$ cat src/shared/sdr_pkg.sv
// Purpose: Shared constants and types for the SDRAM bank, row and read-burst block
// Assumes: Command pins follow the usual chip-select, row, column and write-enable code
// Notes:   Every address bit position, command code and register offset of the block lives here

package sdr_pkg;

  // Pin group widths
  localparam int unsigned BA_W     = 3;
  localparam int unsigned ADDR_W   = 15;
  localparam int unsigned COL_W    = 10;
  localparam int unsigned DQ_W     = 16;
  localparam int unsigned NBANK    = 8;
  localparam int unsigned CMD_W    = 4 + BA_W + ADDR_W;

  // Command codes on {cs_n, ras_n, cas_n, we_n}
  localparam logic [3:0] CMD_MRS   = 4'h0;
  localparam logic [3:0] CMD_ACT   = 4'h3;
  localparam logic [3:0] CMD_PRE   = 4'h2;
  localparam logic [3:0] CMD_WRITE = 4'h4;
  localparam logic [3:0] CMD_READ  = 4'h5;

  // Pin levels held by the synchroniser during reset (chip deselected)
  localparam logic [CMD_W:0] PINS_IDLE = 23'h780000;

  // Address bit positions
  localparam int unsigned A_AP     = 10;  // Auto precharge / all banks
  localparam int unsigned A_BC     = 12;  // Burst length on the fly
  localparam int unsigned MR0_BL   = 0;   // Two-bit burst length field
  localparam int unsigned MR0_CL   = 4;   // Three-bit CAS latency field
  localparam int unsigned MR1_AL   = 3;   // Two-bit additive latency field
  localparam int unsigned MR2_ASR  = 6;
  localparam int unsigned MR2_SRT  = 7;

  // Mode register selects on the bank address pins
  localparam logic [BA_W-1:0] MR_SEL0 = 3'h0;
  localparam logic [BA_W-1:0] MR_SEL1 = 3'h1;
  localparam logic [BA_W-1:0] MR_SEL2 = 3'h2;

  // Burst length modes
  localparam logic [1:0] BL_FIX8 = 2'h0;
  localparam logic [1:0] BL_OTF  = 2'h1;
  localparam logic [1:0] BL_FIX4 = 2'h2;

  // Additive latency selects
  localparam logic [1:0] AL_ZERO = 2'h0;
  localparam logic [1:0] AL_CLM1 = 2'h1;
  localparam logic [1:0] AL_CLM2 = 2'h2;

  // Latency arithmetic
  localparam int unsigned LAT_W    = 5;
  localparam logic [LAT_W-1:0] CL_BASE = 5'h04;
  localparam logic [LAT_W-1:0] LAT_ONE = 5'h01;
  localparam logic [LAT_W-1:0] LAT_TWO = 5'h02;

  // Data edges per burst, two per clock
  localparam logic [3:0] EDGES_BL8 = 4'h8;
  localparam logic [3:0] EDGES_BC4 = 4'h4;

  // Register offsets
  localparam logic [7:0] REG_PATTERN = 8'h00;
  localparam logic [7:0] REG_ERROR   = 8'h04;
  localparam logic [7:0] REG_MODE    = 8'h08;
  localparam logic [7:0] REG_BANKS   = 8'h0c;

  // Error flag positions
  localparam int unsigned ERR_COL_IDLE = 0;
  localparam int unsigned ERR_MR2_BAD  = 1;
  localparam int unsigned ERR_ACT_BUSY = 2;
  localparam int unsigned ERR_W        = 3;

  // Bank states
  typedef enum logic [1:0] {
    BK_IDLE,
    BK_ACTIVE,
    BK_PRECH
  } sdr_bank_st_t;

  // Self-refresh rate selection
  typedef enum logic [1:0] {
    SR_NORMAL,
    SR_EXTENDED,
    SR_AUTO
  } sdr_sr_t;

  // Command and address pins as sampled
  typedef struct packed {
    logic              cs_n;
    logic              ras_n;
    logic              cas_n;
    logic              we_n;
    logic [BA_W-1:0]   ba;
    logic [ADDR_W-1:0] a;
  } sdr_cmd_t;

  // One pending read
  typedef struct packed {
    logic             vld;
    logic             bc4;
    logic [BA_W-1:0]  ba;
    logic [COL_W-1:0] col;
  } sdr_rd_t;

endpackage

$ cat src/logic/sdr_sync.sv
// Purpose: Two-flop synchroniser for pins sampled from outside the clock domain
// Assumes: Multi-bit groups are stable around the edge on which they are used
// Notes:   The first stage feeds only the second stage

`timescale 1ns/1ps

module sdr_sync #(
  parameter int unsigned   W       = 1,
  parameter logic [W-1:0]  RST_VAL = '0
) (
  // Clock and reset
  input  wire logic         i_clk,
  input  wire logic         i_rst_n,
  // Pins in, synchronised copy out
  input  wire logic [W-1:0] i_d,
  output logic      [W-1:0] o_q
);

  logic [W-1:0] meta_q;

  // Two-stage capture
  always_ff @(posedge i_clk or negedge i_rst_n) begin
    if (!i_rst_n) begin
      meta_q <= RST_VAL;
      o_q    <= RST_VAL;
    end else begin
      meta_q <= i_d;
      o_q    <= meta_q;
    end
  end

endmodule

$ cat src/logic/sdr_bank.sv
// Purpose: State of one bank: idle, open with its row, or precharging
// Assumes: i_tick marks each rising edge of the memory clock
// Notes:   Every precharge restarts the precharge timer

`timescale 1ns/1ps

module sdr_bank import sdr_pkg::*; #(
  parameter int unsigned TRP_NCK = 5,
  parameter int unsigned ROW_W   = 15
) (
  // Clock and reset
  input  wire logic             i_clk,
  input  wire logic             i_rst_n,
  // Commands to this bank
  input  wire logic             i_tick,
  input  wire logic             i_act,
  input  wire logic             i_pre,
  input  wire logic [ROW_W-1:0] i_row,
  // Bank state
  output sdr_bank_st_t          o_state,
  output logic      [ROW_W-1:0] o_row
);

  localparam int unsigned CNT_W = $clog2(TRP_NCK + 1);
  localparam logic [CNT_W-1:0] CNT_LOAD = CNT_W'(TRP_NCK - 1);
  localparam logic [CNT_W-1:0] CNT_ZERO = '0;

  logic [CNT_W-1:0] cnt_q;

  // Open, close and time the precharge
  always_ff @(posedge i_clk or negedge i_rst_n) begin
    if (!i_rst_n) begin
      o_state <= BK_IDLE;
      o_row   <= '0;
      cnt_q   <= CNT_ZERO;
    end else if (i_pre) begin
      o_state <= BK_PRECH;
      cnt_q   <= CNT_LOAD;
    end else if (i_act && o_state == BK_IDLE) begin
      o_state <= BK_ACTIVE;
      o_row   <= i_row;
    end else if (i_tick && o_state == BK_PRECH) begin
      if (cnt_q == CNT_ZERO) begin
        o_state <= BK_IDLE;
      end else begin
        cnt_q <= cnt_q - 1'b1;
      end
    end
  end

endmodule

$ cat src/logic/sdr_core.sv
// Purpose: Device-side command logic of an eight-bank DDR SDRAM: modes, rows, read bursts
// Assumes: Command pins are stable around each rising edge of the memory clock
// Notes:   Memory clock is sampled by i_clk and its edges found after two flops
//
// Overview of operation
// - Temperature bit 0 selects a self-refresh rate for normal range only.
// - Temperature bit 1 selects a rate covering normal and extended ranges.
// - Mode 2 bit 6 set, bit 7 clear is auto mode; both set is illegal.
// - ACTIVE opens the addressed row in the bank chosen by bank pins.
// - An open row stays open until a PRECHARGE reaches its bank.
// - PRECHARGE closes one selected bank or all banks together.
// - PRECHARGE to an idle or precharging bank is legal.
// - Precharge time runs from the latest PRECHARGE to the bank.
// - On the fly, address bit 12 low gives four beats, high eight.
// - Address bit 12 never forms part of the column address.
// - Burst field 00 fixes eight beats, 01 selects by bit 12.
// - Read latency is additive latency plus CAS latency.
// - Strobe driven from latency minus one, data from the latency edge.
// - Drivers stop at latency plus four, or plus two when chopped.
//
// The implementer's own choices: the placing of the registers and the plain strobed port.

`timescale 1ns/1ps

module sdr_core import sdr_pkg::*; #(
  parameter int unsigned TRP_NCK = 5,
  parameter int unsigned RL_MAX  = 32
) (
  // Clock and reset
  input  wire logic              i_clk,
  input  wire logic              i_rst_n,
  // Memory link from the controller
  input  wire logic              i_ck,
  input  wire sdr_cmd_t          i_cmd,
  // Read data and strobe drivers
  output logic      [DQ_W-1:0]   o_dq,
  output logic                   o_dq_oe,
  output logic                   o_dqs,
  output logic                   o_dqs_oe,
  // Self-refresh rate in force
  output sdr_sr_t                o_sr_mode,
  // Register port
  input  wire logic [7:0]        i_addr,
  input  wire logic [31:0]       i_wdata,
  input  wire logic              i_wr,
  input  wire logic              i_rd,
  output logic      [31:0]       o_rdata
);

  // Synchronised pins and memory clock edges
  logic [CMD_W:0] pins_s;
  logic           ck_s;
  logic           ck_q;
  logic           ck_rise;
  logic           ck_fall;
  sdr_cmd_t       cmd;
  logic [3:0]     code;

  // Pins and memory clock share one synchroniser, so a command is always
  // seen in the same i_clk cycle as the clock edge that qualifies it
  sdr_sync #(
    .W       (CMD_W + 1),
    .RST_VAL (PINS_IDLE)
  ) u_sync (
    .i_clk   (i_clk),
    .i_rst_n (i_rst_n),
    .i_d     ({i_cmd, i_ck}),
    .o_q     (pins_s)
  );

  assign ck_s = pins_s[0];
  assign cmd  = sdr_cmd_t'(pins_s[CMD_W:1]);
  assign code = {cmd.cs_n, cmd.ras_n, cmd.cas_n, cmd.we_n};

  // Edge finder on the synchronised clock
  always_ff @(posedge i_clk or negedge i_rst_n) begin
    if (!i_rst_n) begin
      ck_q <= 1'b0;
    end else begin
      ck_q <= ck_s;
    end
  end

  assign ck_rise = ck_s & ~ck_q;
  assign ck_fall = ~ck_s & ck_q;

  // Command decode on each rising memory clock edge
  logic is_act;
  logic is_pre;
  logic is_read;
  logic is_write;
  logic is_col;
  logic is_mrs;

  assign is_act   = ck_rise && code == CMD_ACT;
  assign is_pre   = ck_rise && code == CMD_PRE;
  assign is_read  = ck_rise && code == CMD_READ;
  assign is_write = ck_rise && code == CMD_WRITE;
  assign is_col   = is_read | is_write;
  assign is_mrs   = ck_rise && code == CMD_MRS;

  // Mode register fields
  logic [1:0] bl_mode_q;
  logic [2:0] cl_fld_q;
  logic [1:0] al_sel_q;
  logic       asr_q;
  logic       srt_q;
  logic       mr2_bad;

  assign mr2_bad = cmd.a[MR2_ASR] & cmd.a[MR2_SRT];

  // Mode register loads; an illegal mode 2 setting is refused
  always_ff @(posedge i_clk or negedge i_rst_n) begin
    if (!i_rst_n) begin
      bl_mode_q <= BL_FIX8;
      cl_fld_q  <= '0;
      al_sel_q  <= AL_ZERO;
      asr_q     <= 1'b0;
      srt_q     <= 1'b0;
    end else if (is_mrs && cmd.ba == MR_SEL0) begin
      bl_mode_q <= cmd.a[MR0_BL +: 2];
      cl_fld_q  <= cmd.a[MR0_CL +: 3];
    end else if (is_mrs && cmd.ba == MR_SEL1) begin
      al_sel_q  <= cmd.a[MR1_AL +: 2];
    end else if (is_mrs && cmd.ba == MR_SEL2 && !mr2_bad) begin
      asr_q     <= cmd.a[MR2_ASR];
      srt_q     <= cmd.a[MR2_SRT];
    end
  end

  // Latency arithmetic
  logic [LAT_W-1:0] cl_w;
  logic [LAT_W-1:0] al_w;
  logic [LAT_W-1:0] rl_w;

  assign cl_w = LAT_W'(cl_fld_q) + CL_BASE;
  assign al_w = (al_sel_q == AL_CLM1) ? cl_w - LAT_ONE :
                (al_sel_q == AL_CLM2) ? cl_w - LAT_TWO : '0;
  assign rl_w = al_w + cl_w;

  // Self-refresh rate choice
  sdr_sr_t sr_d;

  assign sr_d = asr_q ? SR_AUTO :
                srt_q ? SR_EXTENDED :
                SR_NORMAL;

  always_ff @(posedge i_clk or negedge i_rst_n) begin
    if (!i_rst_n) begin
      o_sr_mode <= SR_NORMAL;
    end else begin
      o_sr_mode <= sr_d;
    end
  end

  // Banks
  sdr_bank_st_t              bk_state [NBANK];
  logic [ADDR_W-1:0]         bk_row   [NBANK];
  logic [NBANK-1:0]          bk_open;
  logic [2*NBANK-1:0]        bk_flat;

  for (genvar g = 0; g < NBANK; g++) begin : g_bank
    logic hit;
    logic pre_g;
    logic ap_g;

    assign hit   = cmd.ba == BA_W'(g);
    assign pre_g = is_pre && (cmd.a[A_AP] || hit);
    assign ap_g  = is_col && cmd.a[A_AP] && hit && bk_open[g];

    sdr_bank #(
      .TRP_NCK (TRP_NCK),
      .ROW_W   (ADDR_W)
    ) u_bank (
      .i_clk   (i_clk),
      .i_rst_n (i_rst_n),
      .i_tick  (ck_rise),
      .i_act   (is_act && hit),
      .i_pre   (pre_g | ap_g),
      .i_row   (cmd.a),
      .o_state (bk_state[g]),
      .o_row   (bk_row[g])
    );

    assign bk_open[g]          = bk_state[g] == BK_ACTIVE;
    assign bk_flat[2*g +: 2]   = bk_state[g];
  end

  // Burst length and column selection
  logic             bc4_w;
  logic [COL_W-1:0] col_w;
  logic             col_ok;
  sdr_rd_t          new_rd;

  assign bc4_w  = (bl_mode_q == BL_OTF) ? ~cmd.a[A_BC] :
                  (bl_mode_q == BL_FIX4);
  assign col_w  = cmd.a[COL_W-1:0];
  assign col_ok = bk_open[cmd.ba];
  assign new_rd = '{vld: is_read && col_ok, bc4: bc4_w, ba: cmd.ba, col: col_w};

  // Read latency pipeline, one stage per memory clock
  // A latency change with reads in flight moves their data slot, so the
  // controller must let the pipe drain before loading new latencies
  sdr_rd_t rd_pipe_q [RL_MAX];
  sdr_rd_t at_pre;
  sdr_rd_t at_start;

  assign at_pre   = rd_pipe_q[rl_w - LAT_TWO];
  assign at_start = rd_pipe_q[rl_w - LAT_ONE];

  always_ff @(posedge i_clk or negedge i_rst_n) begin
    if (!i_rst_n) begin
      for (int i = 0; i < RL_MAX; i++) begin
        rd_pipe_q[i] <= '0;
      end
    end else if (ck_rise) begin
      rd_pipe_q[0] <= new_rd;
      for (int i = 1; i < RL_MAX; i++) begin
        rd_pipe_q[i] <= rd_pipe_q[i-1];
      end
    end
  end

  // Burst engine state
  sdr_rd_t    cur_q;
  logic [2:0] beat_q;
  logic [3:0] left_q;
  logic       busy;
  logic [DQ_W-1:0] pattern_q;

  assign busy = left_q != '0;

  // Beat value from bank, column and beat number, scrambled by the pattern
  function automatic logic [DQ_W-1:0] beat_data(input sdr_rd_t d, input logic [2:0] b,
                                                input logic [DQ_W-1:0] pat);
    logic [COL_W-1:0] c;
    c = d.col + COL_W'(b);
    return pat ^ {d.ba, c, b};
  endfunction

  // Strobe and data drivers, two beats per memory clock
  // A burst that starts while another is busy takes over at once; with
  // four-clock spacing this gives seamless back-to-back eight-beat bursts
  always_ff @(posedge i_clk or negedge i_rst_n) begin
    if (!i_rst_n) begin
      cur_q    <= '0;
      beat_q   <= '0;
      left_q   <= '0;
      o_dq     <= '0;
      o_dq_oe  <= 1'b0;
      o_dqs    <= 1'b0;
      o_dqs_oe <= 1'b0;
    end else if (ck_rise && at_start.vld) begin
      cur_q    <= at_start;
      o_dq     <= beat_data(at_start, '0, pattern_q);
      beat_q   <= 3'h1;
      left_q   <= (at_start.bc4 ? EDGES_BC4 : EDGES_BL8) - 1'b1;
      o_dq_oe  <= 1'b1;
      o_dqs    <= 1'b1;
      o_dqs_oe <= 1'b1;
    end else if ((ck_rise || ck_fall) && busy) begin
      o_dq     <= beat_data(cur_q, beat_q, pattern_q);
      beat_q   <= beat_q + 1'b1;
      left_q   <= left_q - 1'b1;
      o_dqs    <= ck_rise;
    end else if (ck_rise && at_pre.vld) begin
      o_dq_oe  <= 1'b0;
      o_dqs    <= 1'b0;
      o_dqs_oe <= 1'b1;
    end else if (ck_rise) begin
      o_dq_oe  <= 1'b0;
      o_dqs    <= 1'b0;
      o_dqs_oe <= 1'b0;
    end else if (ck_fall) begin
      o_dqs    <= 1'b0;
    end
  end

  // Error events seen on the command pins
  logic [ERR_W-1:0] err_set;
  logic [ERR_W-1:0] err_q;
  logic [ERR_W-1:0] err_clr;

  assign err_set[ERR_COL_IDLE] = is_col && !col_ok;
  assign err_set[ERR_MR2_BAD]  = is_mrs && cmd.ba == MR_SEL2 && mr2_bad;
  assign err_set[ERR_ACT_BUSY] = is_act && bk_state[cmd.ba] != BK_IDLE;

  // Register decode
  logic wr_pattern;
  logic wr_error;

  assign wr_pattern = i_wr && i_addr == REG_PATTERN;
  assign wr_error   = i_wr && i_addr == REG_ERROR;
  assign err_clr    = wr_error ? i_wdata[ERR_W-1:0] : '0;

  // Sticky errors, a new event wins over a clear
  always_ff @(posedge i_clk or negedge i_rst_n) begin
    if (!i_rst_n) begin
      err_q <= '0;
    end else begin
      err_q <= (err_q & ~err_clr) | err_set;
    end
  end

  // Data pattern register
  always_ff @(posedge i_clk or negedge i_rst_n) begin
    if (!i_rst_n) begin
      pattern_q <= '0;
    end else if (wr_pattern) begin
      pattern_q <= i_wdata[DQ_W-1:0];
    end
  end

  // Read mux
  logic [31:0] mode_word;
  logic [31:0] rd_mux;

  // Mode word: burst field [1:0], additive select [3:2], additive latency [8:4],
  // read latency [16:12], self-refresh rate [21:20]
  assign mode_word = {10'h000, o_sr_mode, 3'h0, rl_w, 3'h0, al_w,
                      al_sel_q, bl_mode_q};
  assign rd_mux = (i_addr == REG_PATTERN) ? {16'h0000, pattern_q} :
                  (i_addr == REG_ERROR)   ? {29'h00000000, err_q} :
                  (i_addr == REG_MODE)    ? mode_word :
                  (i_addr == REG_BANKS)   ? {16'h0000, bk_flat} : '0;

  // Read data stand for one cycle after the strobe
  always_ff @(posedge i_clk or negedge i_rst_n) begin
    if (!i_rst_n) begin
      o_rdata <= '0;
    end else begin
      o_rdata <= i_rd ? rd_mux : '0;
    end
  end

endmodule

$ cat config.mk
export PLATFORM = sky130hd
export DESIGN_NAME = sdr_core
export DESIGN_NICKNAME = d
export VERILOG_FILES = /design/src/shared/sdr_pkg.sv /design/src/logic/sdr_sync.sv /design/src/logic/sdr_bank.sv /design/src/logic/sdr_core.sv
export SDC_FILE = /design/constraint.sdc
export NUM_CORES = 2
export LEC_CHECK = 0
export ABC_CLOCK_PERIOD_IN_PS = 13900
export BUFFER_PORTS_ARGS = -buffer_cell sky130_fd_sc_hd__clkbuf_2
export CAP_MARGIN = 5
export CORE_MARGIN = 1
export CORE_UTILIZATION = 60
export DETAILED_ROUTE_END_ITERATION = 10
export PLACE_DENSITY_LB_ADDON = 0.25
export SLEW_MARGIN = 20
export SYNTH_ARGS = -nofsm -noshare
export SYNTH_HDL_FRONTEND = slang
export SYNTH_HIERARCHICAL = 1
export SYNTH_SLANG_ARGS = --single-unit
$ cat constraint.sdc
create_clock -name i_clk -period 13.9 [get_ports i_clk]
set_input_delay 2.085 -clock i_clk [delete_from_list [all_inputs] [get_ports i_clk]]
set_output_delay 2.085 -clock i_clk [all_outputs]
set_load 0.02 [all_outputs]
==> out/metrics.yaml <==
dp.cells: 2841
n_antenna_cell: 0
cts-htree-levels: 3
use_met3: 0.0394
grt_overflow: 0
dieArea_um2: 51500
hpwl_um: 37900
ant_nets: 0
min_period_ns: 6.71
vias_per_cell: 6.16
grt.total_usage: 0.248
r2r_slack_ns: 7.19
crit_slowest_cell: "ha_4"
p_leak_nw: 15.3
die_h_um: 227
cts_tree: "yes"
fp-row-count: 82
period_share: 0.483
clkSinkCount: 649
finalPower_mw: 5.48
io_pins: 120
slew_violations: 0
post_cts_resized: 0
drive_gt1_frac: 0.397
rsz0062_at_grt: "no"
syn_to_final_growth_pct: 10.5
powerDensity_nw_per_um2: 163
crit_arrival_ns: 7.18
use_met2: 0.410
hold_depth: 0
slew_headroom: 0.273
wl_per_cell_um: 20.7
path_cells: "nand2b_1 > mux2i_1 > ha_4 > fa_1 > inv_1 > ha_4 > buf_4 > mux4_2 > nand2_1 > mux2i_1 > o311ai_4 > nand2_1 > and3_1 > or3_1"
portBuffers: 87
first_iter_violations: 1442
route.vias.total: 18200
worst-path-max-fanout: 62
cts_buffer_depth: 3
grt_pass1_vias: 19000
fillers: 3535
insertion_delay_ns: 0.61
die_x_um: 227
setup_viol: 0
place.gp.congestion: 0.857
max_stage_delay_ns: 0.97
tightest_slew_ns: 1.09
yosys_warnings: 6
firstDrtPassIters: 7
grtUsageMet1: 0.334
status: "complete, no violations"
initial_core_util: 0.607
critical_path_required_ns: 14.37
holdBufCountCts: 0
max_freq_mhz: 149
startpoint_type: "flip-flop"
cp-end-kind: "flip-flop"
busiest_layer: "met2"
cts_buffers: 70
routed_wirelength_um: 61400
syn_area_per_cell_um2: 13.8
vdd_drop_max_mv: 0.110
cts_setup_buffers: 0
hold_path_class: "reg -> reg"
worstSetupPathType: "reg -> reg"
core_area_um2: 50100
grt_max_degree: 194
clk_pin_slew_ns: 0.06
maxCapViolCount: 0
fin_skew_ns: 0.0284
grt_antenna_before_repair: 1
root_buffer: "clkbuf_16"
finalSetupTns_ns: 0
syn_area_um2: 30400
finalNonFillerCells: 2963
synthCells: 2208
grt_pass1_wl_um: 101000
reg2reg_depth: 14
final-hold-violation-count: 0
drt_drc_violations_left: 0
nNetsFinal: 2344
## placed cells by master (no fill, tap or decap), types with 6 or more instances in the layout
master and instances:
a21o_1 6, mux2_2 518, o211ai_1 26, clkbuf_8 19, xnor2_1 12, dfstp_2 8, a21oi_1 41, nand3_1 81
clkbuf_2 86, clkbuf_1 15, conb_1 13, or3b_2 9, nor2_1 100, nand2_1 68, inv_1 46, nor4_1 9
dfrtp_1 641, buf_4 18, a21o_2 9, nor2b_1 16, a211oi_1 9, nor3_1 22, and3_1 19, nand3b_1 27
xor2_1 13, mux4_2 136, ha_1 30, or3_1 10, nand2b_1 8, o21ai_0 70, nor3b_1 11, clkbuf_16 73
nand4_1 31, a2111oi_0 6
## path summary, 6_finish.rpt
path                              startpoint             end
max                              al_sel_q[0]         o_dq[3]
min                        u_sync/meta_q[17]  u_sync/o_q[17]
max reg2reg                      al_sel_q[0]         o_dq[3]
min reg2reg                u_sync/meta_q[17]  u_sync/o_q[17]
max in group asynchronous            i_rst_n  rd_pipe_q[178]
min in group asynchronous            i_rst_n   u_sync/o_q[0]
## power by group
group	total, mW	internal [mW]	switching [mW]
Combinational	1.09	0.569	0.524
Sequential	2.51	2.24	0.269
Clock	1.88	1.14	0.741
## worst max-delay path: cells and delay by family, from the launching register on
kind                       cells  cell delay (ns)
adders and majority gates      3             2.05
and+or+nand+nor                5             1.71
buffers and inverters          2             1.09
muxes                          3             0.70
AOI/OAI and AO/OA              1             0.45
DFF                            1             0.42
## per-stage QoR
step	cell area [um2]	hold WS (ns)	util	setup slack [ns]
floorplan	30400	0.331	-	9.49
global placement	31200	0.335	0.623	7.28
detailed placement	31200	0.335	0.623	7.22
CTS	33500	0.348	0.670	7.24
global route	33600	0.357	0.671	6.96
finish	33600	0.346	0.671	7.19
## metal layers
layer  wire [um]  vias up
li1            -     8132
met1       26400     9535
met2       30300      457
met3        2970      123
met4        1750        0
met5           0        -
## flip-flops by register name, indices dropped and copies added, names as in the netlist, 4 cells and up
register,flops
o_rdata,19
pattern_q,16
left_q,4
u_sync/meta_q,20
g_bank.u_bank/cnt_q,24
o_dq,16
cur_q,13
u_sync/o_q,20
rd_pipe_q,480
g_bank.u_bank/o_state,16
## area by class of cell
class | instances | area (um2) | share of cell area
Clock buffer | 107 | 2140 | 0.0639
Clock inverter | 14 | 204 | 0.00608
Inverter | 47 | 176 | 0.00526
Multi-Input combinational cell | 1365 | 13300 | 0.396
Sequential cell | 649 | 16300 | 0.484
Tap cell | 672 | 841 | 0.0250
Timing Repair Buffer | 109 | 668 | 0.0199
Note: power is estimated with default switching activity, not from simulation.
